**src/hdl/crs_pkg.sv**
```systemverilog
// What this block does
// - 8-bit accumulator, read and written as data location ffh.
// - two pointer registers sit at data addresses 80h and 81h.
// - two short-direct holding registers sit at data addresses 82h, 83h.
// - program counter is 12 bits and spans 4096 program bytes.
// - pc loads jump, branch sum, vector, reset vector or pop; holds on hold; else +1.
// - relative branch sums pc and offset in the alu adder.
// - three carry/zero pairs; interrupt and nmi entry select their pair.
// - interrupt return reselects the pair in use before entry.
// - switching alters no pair; only the active pair is touched.
// - carry from add/sub borrow, bit test value, and rotate left.
// - zero set when the last add/sub or logic result is zero, else cleared; bit test leaves zero unchanged.
// - after reset the core runs in nmi context with the nmi pair.
// - six 12-bit stack levels; push shifts down, pc into level one.
// - return pops level one into pc and shifts remaining levels up.
// - return on empty stack keeps the stack and continues sequentially.
// - machine cycle is 13 clocks; a divide-by-12 tick feeds peripherals.
// - instructions take two, four or five machine cycles.
// - pc increments after the current instruction address is read.
package crs_pkg;
   localparam logic [7:0] ADDR_INDEX_FIRST = 8'h80;
   localparam logic [7:0] ADDR_INDEX_SECOND = 8'h81;
   localparam logic [7:0] ADDR_SHORT_FIRST = 8'h82;
   localparam logic [7:0] ADDR_SHORT_SECOND = 8'h83;
   localparam logic [7:0] ADDR_ACCUMULATOR = 8'hff;
   localparam int PC_WIDTH = 12;
   localparam int STACK_DEPTH = 6;
   localparam int CORE_DIV = 13;
   localparam int PERIPH_DIV = 12;
   localparam logic [11:0] RESET_VECTOR = 12'hffe;
   localparam logic [7:0] DATA_RESET = 8'h00;

   // pc update source
   typedef enum logic [2:0] {
      CRS_PC_STEP = 3'h0,
      CRS_PC_JUMP = 3'h1,
      CRS_PC_BRANCH = 3'h2,
      CRS_PC_VECTOR = 3'h3,
      CRS_PC_RETURN = 3'h4,
      CRS_PC_HOLD = 3'h5
   } crs_pc_src_t;

   // flag context, gray along normal -> irq -> nmi
   typedef enum logic [1:0] {
      CRS_CTX_MAIN = 2'b00,
      CRS_CTX_IRQ = 2'b01,
      CRS_CTX_NMI = 2'b11
   } crs_ctx_t;

   // alu flag operation
   typedef enum logic [1:0] {
      CRS_FL_NONE = 2'h0,
      CRS_FL_ARITH = 2'h1,
      CRS_FL_LOGIC = 2'h2,
      CRS_FL_BIT = 2'h3
   } crs_flop_t;

   // one machine cycle worth of sequencer control
   typedef struct packed {
      crs_pc_src_t pc_src;
      logic [11:0] target;
      logic [7:0] offset;
      logic branch_back;
      logic push;
      logic enter_irq;
      logic enter_nmi;
      logic irq_exit;
      crs_flop_t flag_op;
      logic [7:0] result;
      logic carry_in;
      logic bit_value;
      logic rotate;
   } crs_ctrl_t;

   // data-space access
   typedef struct packed {
      logic [7:0] addr;
      logic [7:0] wdata;
      logic wr;
      logic rd;
   } crs_dbus_t;
endpackage

```
**src/hdl/crs_core_regs.sv**
```systemverilog
`timescale 1ns/1ps
// architectural state of the core: data registers, pc, flags, stack
module crs_core_regs #(
   parameter int PC_W = crs_pkg::PC_WIDTH,
   parameter int DEPTH = crs_pkg::STACK_DEPTH,
   parameter int CORE_DIV = crs_pkg::CORE_DIV,
   parameter int PERIPH_DIV = crs_pkg::PERIPH_DIV
) (
   // clock and reset
   input wire logic ref_clk,
   input wire logic rstn,
   // data-space access
   input crs_pkg::crs_dbus_t dbus,
   output logic [7:0] rdata,
   output logic hit,
   // sequencer control, sampled on the machine cycle strobe
   input crs_pkg::crs_ctrl_t ctrl,
   input wire logic [PC_W-1:0] vector,
   // pc and flags
   output logic [PC_W-1:0] program_counter,
   output logic carry,
   output logic zero,
   output crs_pkg::crs_ctx_t context_now,
   output logic stack_empty,
   // timing
   output logic cycle_strobe,
   output logic periph_tick
);
   initial begin
      if (PC_W != 12 || CORE_DIV < 2 || PERIPH_DIV < 2 ||
          CORE_DIV > 15 || PERIPH_DIV > 15) begin
         $error("crs_core_regs: unsupported width or divider");
      end
   end

   logic [7:0] acc_reg, ptr_a_reg, ptr_b_reg, sd_a_reg, sd_b_reg;
   logic [PC_W-1:0] pc_reg, pc_next;
   logic [3:0] core_cnt_reg, per_cnt_reg;
   logic strobe_reg, tick_reg;
   logic main_carry, main_zero, irq_carry, irq_zero, nmi_carry, nmi_zero;
   crs_pkg::crs_ctx_t ctx_reg, ctx_next, saved_irq_reg, saved_main_reg;
   logic car_next, zer_next, cur_c;
   logic [PC_W-1:0] top_data;
   logic stk_empty;

   // address decode into named wires
   wire sel_acc = dbus.addr == crs_pkg::ADDR_ACCUMULATOR;
   wire sel_pa = dbus.addr == crs_pkg::ADDR_INDEX_FIRST;
   wire sel_pb = dbus.addr == crs_pkg::ADDR_INDEX_SECOND;
   wire sel_sa = dbus.addr == crs_pkg::ADDR_SHORT_FIRST;
   wire sel_sb = dbus.addr == crs_pkg::ADDR_SHORT_SECOND;
   wire any_sel = sel_acc | sel_pa | sel_pb | sel_sa | sel_sb;
   wire run = strobe_reg;
   wire do_push = run && ctrl.push;
   wire do_pop = run && ctrl.pc_src == crs_pkg::CRS_PC_RETURN;

   // read mux; other addresses return zero and hit low for the memory
   assign hit = dbus.rd && any_sel;
   assign rdata = sel_acc ? acc_reg : sel_pa ? ptr_a_reg :
                  sel_pb ? ptr_b_reg : sel_sa ? sd_a_reg :
                  sel_sb ? sd_b_reg : 8'h00;

   // machine cycle and peripheral dividers
   always_ff @(posedge ref_clk) begin
      if (!rstn) begin
         core_cnt_reg <= 4'h0;
         per_cnt_reg <= 4'h0;
         strobe_reg <= 1'b0;
         tick_reg <= 1'b0;
      end else begin
         core_cnt_reg <= (core_cnt_reg == 4'(CORE_DIV - 1)) ? 4'h0 :
                         core_cnt_reg + 4'h1;
         strobe_reg <= core_cnt_reg == 4'(CORE_DIV - 1);
         per_cnt_reg <= (per_cnt_reg == 4'(PERIPH_DIV - 1)) ? 4'h0 :
                        per_cnt_reg + 4'h1;
         tick_reg <= per_cnt_reg == 4'(PERIPH_DIV - 1);
      end
   end
   assign cycle_strobe = strobe_reg;
   assign periph_tick = tick_reg;

   // data registers; software writes land at once, alu result via acc writes
   always_ff @(posedge ref_clk) begin
      if (!rstn) begin
         acc_reg <= crs_pkg::DATA_RESET;
         ptr_a_reg <= crs_pkg::DATA_RESET;
         ptr_b_reg <= crs_pkg::DATA_RESET;
         sd_a_reg <= crs_pkg::DATA_RESET;
         sd_b_reg <= crs_pkg::DATA_RESET;
      end else if (dbus.wr) begin
         if (sel_acc) acc_reg <= dbus.wdata;
         if (sel_pa) ptr_a_reg <= dbus.wdata;
         if (sel_pb) ptr_b_reg <= dbus.wdata;
         if (sel_sa) sd_a_reg <= dbus.wdata;
         if (sel_sb) sd_b_reg <= dbus.wdata;
      end
   end

   // branch sum through the adder, sign chosen by direction
   function automatic logic [11:0] branch_sum(input logic [11:0] pc,
                                              input logic [7:0] off,
                                              input logic back);
      logic [11:0] ext;
      ext = {4'h0, off};
      branch_sum = back ? pc - ext : pc + ext;
   endfunction

   // pc source select; empty return falls through to the next address
   always_comb begin
      pc_next = pc_reg;
      case (ctrl.pc_src)
         crs_pkg::CRS_PC_STEP: pc_next = pc_reg + 12'h001;
         crs_pkg::CRS_PC_JUMP: pc_next = ctrl.target;
         crs_pkg::CRS_PC_BRANCH:
            pc_next = branch_sum(pc_reg, ctrl.offset,
                                 ctrl.branch_back);
         crs_pkg::CRS_PC_VECTOR: pc_next = vector;
         crs_pkg::CRS_PC_RETURN:
            pc_next = stk_empty ? pc_reg + 12'h001 : top_data;
         crs_pkg::CRS_PC_HOLD: pc_next = pc_reg;
         default: pc_next = pc_reg + 12'h001;
      endcase
   end

   // pc moves only on the cycle strobe, together with any push
   always_ff @(posedge ref_clk) begin
      if (!rstn) begin
         pc_reg <= crs_pkg::RESET_VECTOR;
      end else if (run) begin
         pc_reg <= pc_next;
      end
   end
   assign program_counter = pc_reg;

   // pushed value is the return address, the pc before the load
   crs_stack #(.WIDTH(PC_W), .DEPTH(DEPTH)) u_stack (
      .ref_clk(ref_clk),
      .rstn(rstn),
      .push(do_push),
      .pop(do_pop),
      .push_data(pc_reg),
      .top_data(top_data),
      .empty(stk_empty)
   );
   assign stack_empty = stk_empty;

   // context tracking; one saved slot per nesting level is enough
   // because an irq only interrupts main and an nmi may interrupt either
   always_comb begin
      ctx_next = ctx_reg;
      if (run && ctrl.enter_nmi) begin
         ctx_next = crs_pkg::CRS_CTX_NMI;
      end else if (run && ctrl.enter_irq) begin
         ctx_next = crs_pkg::CRS_CTX_IRQ;
      end else if (run && ctrl.irq_exit) begin
         case (ctx_reg)
            crs_pkg::CRS_CTX_NMI: ctx_next = saved_irq_reg;
            crs_pkg::CRS_CTX_IRQ: ctx_next = saved_main_reg;
            default: ctx_next = crs_pkg::CRS_CTX_MAIN;
         endcase
      end
   end

   // save the context being left; nmi after reset returns to main
   always_ff @(posedge ref_clk) begin
      if (!rstn) begin
         ctx_reg <= crs_pkg::CRS_CTX_NMI;
         saved_irq_reg <= crs_pkg::CRS_CTX_MAIN;
         saved_main_reg <= crs_pkg::CRS_CTX_MAIN;
      end else begin
         ctx_reg <= ctx_next;
         if (run && ctrl.enter_nmi) saved_irq_reg <= ctx_reg;
         else if (run && ctrl.enter_irq) saved_main_reg <= ctx_reg;
      end
   end
   assign context_now = ctx_reg;

   // active pair mux
   assign cur_c = (ctx_reg == crs_pkg::CRS_CTX_NMI) ? nmi_carry :
                  (ctx_reg == crs_pkg::CRS_CTX_IRQ) ? irq_carry : main_carry;
   assign zero = (ctx_reg == crs_pkg::CRS_CTX_NMI) ? nmi_zero :
                 (ctx_reg == crs_pkg::CRS_CTX_IRQ) ? irq_zero : main_zero;
   assign carry = cur_c;

   // flag update from the alu outcome
   always_comb begin
      car_next = cur_c;
      zer_next = zero;
      case (ctrl.flag_op)
         crs_pkg::CRS_FL_ARITH: begin
            car_next = ctrl.carry_in;
            zer_next = ctrl.result == 8'h00;
         end
         crs_pkg::CRS_FL_LOGIC: begin
            car_next = ctrl.rotate ? ctrl.carry_in : cur_c;
            zer_next = ctrl.result == 8'h00;
         end
         crs_pkg::CRS_FL_BIT: car_next = ctrl.bit_value;
         default: car_next = cur_c;
      endcase
   end

   // only the pair of the running context is written
   wire fl_we = run && ctrl.flag_op != crs_pkg::CRS_FL_NONE;
   always_ff @(posedge ref_clk) begin
      if (!rstn) begin
         main_carry <= 1'b0;
         main_zero <= 1'b0;
         irq_carry <= 1'b0;
         irq_zero <= 1'b0;
         nmi_carry <= 1'b0;
         nmi_zero <= 1'b0;
      end else if (fl_we) begin
         case (ctx_reg)
            crs_pkg::CRS_CTX_NMI: begin
               nmi_carry <= car_next;
               nmi_zero <= zer_next;
            end
            crs_pkg::CRS_CTX_IRQ: begin
               irq_carry <= car_next;
               irq_zero <= zer_next;
            end
            default: begin
               main_carry <= car_next;
               main_zero <= zer_next;
            end
         endcase
      end
   end
endmodule

```
**src/hdl/crs_stack.sv**
```systemverilog
`timescale 1ns/1ps
// hardware return stack, shift register lifo with occupancy count
module crs_stack #(
   parameter int WIDTH = 12,
   parameter int DEPTH = 6
) (
   // clock and reset
   input wire logic ref_clk,
   input wire logic rstn,
   // control
   input wire logic push,
   input wire logic pop,
   input wire logic [WIDTH-1:0] push_data,
   // status
   output logic [WIDTH-1:0] top_data,
   output logic empty
);
   initial begin
      // the occupancy count is four bits wide
      if (DEPTH < 2 || DEPTH > 15 || WIDTH < 1) begin
         $error("crs_stack: DEPTH must be 2 to 15");
      end
   end

   logic [WIDTH-1:0] level_reg [DEPTH];
   logic [3:0] count_reg;

   assign top_data = level_reg[0];
   assign empty = (count_reg == 4'h0);

   // shift down on push (deepest lost), up on pop; empty pop holds
   always_ff @(posedge ref_clk) begin
      if (push) begin
         level_reg[0] <= push_data;
         for (int i = 1; i < DEPTH; i++) begin
            level_reg[i] <= level_reg[i-1];
         end
      end else if (pop && !empty) begin
         for (int i = 0; i < DEPTH - 1; i++) begin
            level_reg[i] <= level_reg[i+1];
         end
      end
   end

   // occupancy saturates at depth, so overflow stays at the deepest point
   always_ff @(posedge ref_clk) begin
      if (!rstn) begin
         count_reg <= 4'h0;
      end else if (push && count_reg != 4'(DEPTH)) begin
         count_reg <= count_reg + 4'h1;
      end else if (!push && pop && !empty) begin
         count_reg <= count_reg - 4'h1;
      end
   end
endmodule

```
**config.mk**
```make
export PLATFORM = sky130hd
export DESIGN_NAME = crs_core_regs
export DESIGN_NICKNAME = d
export VERILOG_FILES = /design/src/hdl/crs_pkg.sv /design/src/hdl/crs_core_regs.sv /design/src/hdl/crs_stack.sv
export SDC_FILE = /design/constraint.sdc
export NUM_CORES = 1
export LEC_CHECK = 0
export BUFFER_PORTS_ARGS = -buffer_cell sky130_fd_sc_hd__buf_2
export CAP_MARGIN = 20
export CORE_MARGIN = 3
export CORE_UTILIZATION = 50
export DETAILED_ROUTE_END_ITERATION = 12
export MAX_ROUTING_LAYER = met4
export PLACE_DENSITY_LB_ADDON = 0.05
export SKIP_CTS_REPAIR_TIMING = 1
export SYNTH_ARGS = -nofsm -noshare
export SYNTH_HDL_FRONTEND = slang
export SYNTH_SLANG_ARGS = --single-unit
```
**constraint.sdc**
```tcl
create_clock -name ref_clk -period 3.2 [get_ports ref_clk]
set_input_delay 0.16 -clock ref_clk [delete_from_list [all_inputs] [get_ports ref_clk]]
set_output_delay 0.16 -clock ref_clk [all_outputs]
set_load 0.02 [all_outputs]
```
==> qor.log <==
[outcome] outcome complete, no violations
[global_route] initial antenna violation count 0
[cells_and_area] growth of design area from synthesis to finish 15.83%
[hold_path] worst min-delay path startpoint dbus[3]
[pwr] Internal 3.223 mW
[synthesis] share of synthesized flip-flops with an asynchronous set or reset 0%
[pwr] net switching share of the total power 23.70%
[timing] post-layout minimum cycle time 2665 ps
[synthesis] Syn Inst Count 732
[synthesis] share of synthesized area occupied by flip-flops and latches 47.06%
[place] Post-Place Setup Slack 233.8 ps
[detailed_routing] iteration count of the initial detailed-routing pass 7
[synthesis] post-synth top area cell sky130_fd_sc_hd__edfxtp_1
[synthesis] top flip-flop cell by instance count after synthesis sky130_fd_sc_hd__dfxtp_1
[cells_and_area] most common cell after layout, fill and taps aside sky130_fd_sc_hd__buf_2
[timing] final setup slack of the worst path 534.6 ps
[global_route] GRT Total Usage 22.28%
[detailed_routing] detailed-route vias per instance 5.763
[synthesis] average size of a mapped cell 10.81 um^2
[cells_and_area] Filler cells 1297
[synthesis] cells taking the most area after synthesis sky130_fd_sc_hd__edfxtp_1 (27%), sky130_fd_sc_hd__dfxtp_1 (20%), sky130_fd_sc_hd__mux2_2 (9.5%), sky130_fd_sc_hd__mux2i_1 (5.4%), sky130_fd_sc_hd__ha_1 (3.6%)
[synthesis] warning count from the yosys run 0
[pwr] Leak Pwr 3.547 nW
[clock_network] total clock buffers created by CTS 17
[synthesis] cell area after technology mapping 7913 um^2
[timing] Setup Viol. Count Final 0
[floorplan] starting density of the core 51.48%
[detailed_routing] wirelength, routed 18.63 mm
[detailed_routing] DR DRC count 0
[job] number of violations of the max-capacitance limit 0
[global_route] pin count of the biggest net entering global routing 64
[timing] Period Utilization, post-route 83.29%
[timing] hold violation count in the final report 0
[cells_and_area] commonest non-fill, non-tap cells in the layout sky130_fd_sc_hd__buf_2 (100), sky130_fd_sc_hd__dfxtp_1 (78), sky130_fd_sc_hd__edfxtp_1 (72)
[cells_and_area] filler-free cell count of the finished design 1048
[cells_and_area] Largest register FFs 72
[floorplan] CORE AREA 15370 um^2
[synthesis] number of enable-type register cells in the synthesized netlist 72
[clock_network] CTS tree yes
[cells_and_area] Antenna Cells 0
[detailed_routing] wire length per cell after detailed routing 17.77 um
[pwr] Gate power share 8.3%
[hold_path] path type of the worst min-delay path in -> reg
[timing] worst hold-check slack 29.71 ps
[timing] number of max-slew violations in the final report 0
[critical_path] Critical path origin program_counter[0]$_SDFFE_PN0P_
[place] DP Wirelength 13.42 mm
[clock_network] CTS H-tree depth 4
[global_route] GR met2 Demand/Resource 37.54%
[critical_path] worst path arrival time 2970 ps
[timing] relative slew slack 49.42%
[global_route] global-route wire length before repair 30.50 mm
[place] final RePlAce weighted congestion 0.8983
[critical_path] critical setup path kind reg -> reg
[place] # placed instances 1016
[cells_and_area] final layout net count 922
[critical_path] peak fanout along the critical path 5
[floorplan] die outline area 17370 um^2
[synthesis] top cell type's share of synthesized area 27.32%
[cells_and_area] Final Instance Area 9165 um^2
[clock_network] Clock transition at path regs 60 ps
[global_route] vias in the first global route 6026
[critical_path] r2r startpoint program_counter[0]$_SDFFE_PN0P_
[pwr] P per Cell Area 461.0 nW/um^2
[place] post-place instance area 8607 um^2
[pwr] clock share of power 44.3%
[timing] setup_tns 0 ps
[pwr] power share of the sequential group 47.5%
[critical_path] Startpoint Class flip-flop
[global_route] GR met3 Demand/Resource 4.351%
[timing] Achievable Freq 375.2 MHz
[timing] setup repair after global routing missed its margin no
[critical_path] WP data required 3500 ps
[floorplan] cell row count 45
[timing] setup skew after layout 15.13 ps
[global_route] overflow left after global routing 0
[synthesis] synthesis-stage register bit count 150
[floorplan] Horiz. Die Dim 131.8 um
[detailed_routing] number of vias after detailed routing 6040
[clock_network] clock tree buffer depth 2
[global_route] met1 Use GR 26.77%
[global_route] most heavily used metal layer in global routing met2
[clock_network] Skew-Pair Late Insertion Delay 420 ps
[cells_and_area] fraction of final layout cells sized beyond drive strength 1 27.84%
[synthesis] Netlist cell types 70
[synthesis] post-synthesis net count 830
[clock_network] clock sinks 150
[critical_path] sort of element at the end of the critical path flip-flop
[pwr] Peak VDD IR 0.3892 mV
[place] count of buffers from port buffering 100
[pwr] net switching power of the design 1.001 mW
[clock_network] library cell used as clock root buffer sky130_fd_sc_hd__clkbuf_16
[floorplan] ports placed on the boundary 101
[detailed_routing] ANT nets after route 0
[detailed_routing] count of routing violations after the opening detailed-route iteration 496
[floorplan] die height 131.8 um
[timing] Least-Margin Pin Slew 755.8 ps
per-stage QoR:
step	total power, mW	utilization, %
final	4.225	59.63
after global routing	4.390	59.63
after CTS	4.263	59.63
after detailed placement	2.394	56.00
after global placement	2.387	56.00
after floorplan	2.270	-
cell type report:
| cell class | instances | area (um^2) | area share [%] |
|---|---|---|---|
| clock buffer | 18 | 429.2 | 4.683 |
| clock inverter | 14 | 128.9 | 1.406 |
| inverter | 16 | 60.06 | 0.6553 |
| multi-input combinational | 526 | 3936 | 42.95 |
| sequential | 150 | 3724 | 40.63 |
| tap | 211 | 264.0 | 2.881 |
| timing repair buffer | 113 | 623.1 | 6.799 |
kinds of logic after synthesis:
kind of cell | share of synthesized area (%)
buf+inv | 3.210
compound gates | 12.22
mux | 17.25
fa+ha+maj | 4.143
xor+xnor | 2.767
simple gates | 13.35
flops | 47.06
worst max-delay path, stage by stage, from the launching register on:
cell and delay (ps):
sky130_fd_sc_hd__dfxtp_1 430, sky130_fd_sc_hd__inv_1 130, sky130_fd_sc_hd__ha_1 230, sky130_fd_sc_hd__fa_1 410, sky130_fd_sc_hd__nor2b_1 170, sky130_fd_sc_hd__o31a_1 280, sky130_fd_sc_hd__o311ai_2 130, sky130_fd_sc_hd__mux2i_1 150
sky130_fd_sc_hd__a211o_1 300, sky130_fd_sc_hd__a221o_1 310
routing by layer:
metal,vias up,share of wire [%]
met4,0,2.5
met3,37,4.6
li1,2896,-
met5,-,0
met1,2947,42
met2,160,51
power groups by stage:
stage          clock, mW  sequential [mW]  combinational, mW
6_report            1.87             2.01              0.349
5_1_grt             1.99             2.01              0.391
4_1_cts             1.91             2.01              0.349
3_5_place_dp           0             2.05              0.346
3_3_place_gp           0             2.05              0.340
2_1_floorplan          0             2.05              0.224
synth_stat cells, types with 7 or more instances:
master                      n
sky130_fd_sc_hd__mux2i_1   43
sky130_fd_sc_hd__a211oi_1   8
sky130_fd_sc_hd__mux4_2     8
sky130_fd_sc_hd__o21ai_0   17
sky130_fd_sc_hd__nand3b_1  10
sky130_fd_sc_hd__o22ai_1    7
sky130_fd_sc_hd__xnor2_1   21
sky130_fd_sc_hd__buf_2     11
sky130_fd_sc_hd__edfxtp_1  72
sky130_fd_sc_hd__a21o_1     7
sky130_fd_sc_hd__ha_1      23
sky130_fd_sc_hd__nand3_1   13
sky130_fd_sc_hd__o21a_1     9
sky130_fd_sc_hd__inv_1     14
sky130_fd_sc_hd__nor3_1     8
sky130_fd_sc_hd__a21oi_1   52
sky130_fd_sc_hd__nor2_1    70
sky130_fd_sc_hd__mux2_2    67
sky130_fd_sc_hd__dfxtp_1   78
sky130_fd_sc_hd__a22o_1     8
sky130_fd_sc_hd__clkbuf_1  21
sky130_fd_sc_hd__nand2_1   64
final timing paths:
| check | end | slack (ps) | depth (start not counted) |
|---|---|---|---|
| max | program_counter[10]$_SDFFE_PN1P_ | 530 | 9 |
| min | acc_reg[1]$_SDFFE_PN0P_ | 30 | 3 |
| max reg2reg | program_counter[10]$_SDFFE_PN1P_ | 530 | 9 |
| min reg2reg | per_cnt_reg[0]$_SDFF_PP0_ | 440 | 1 |
(Power assumes the default switching activity.)
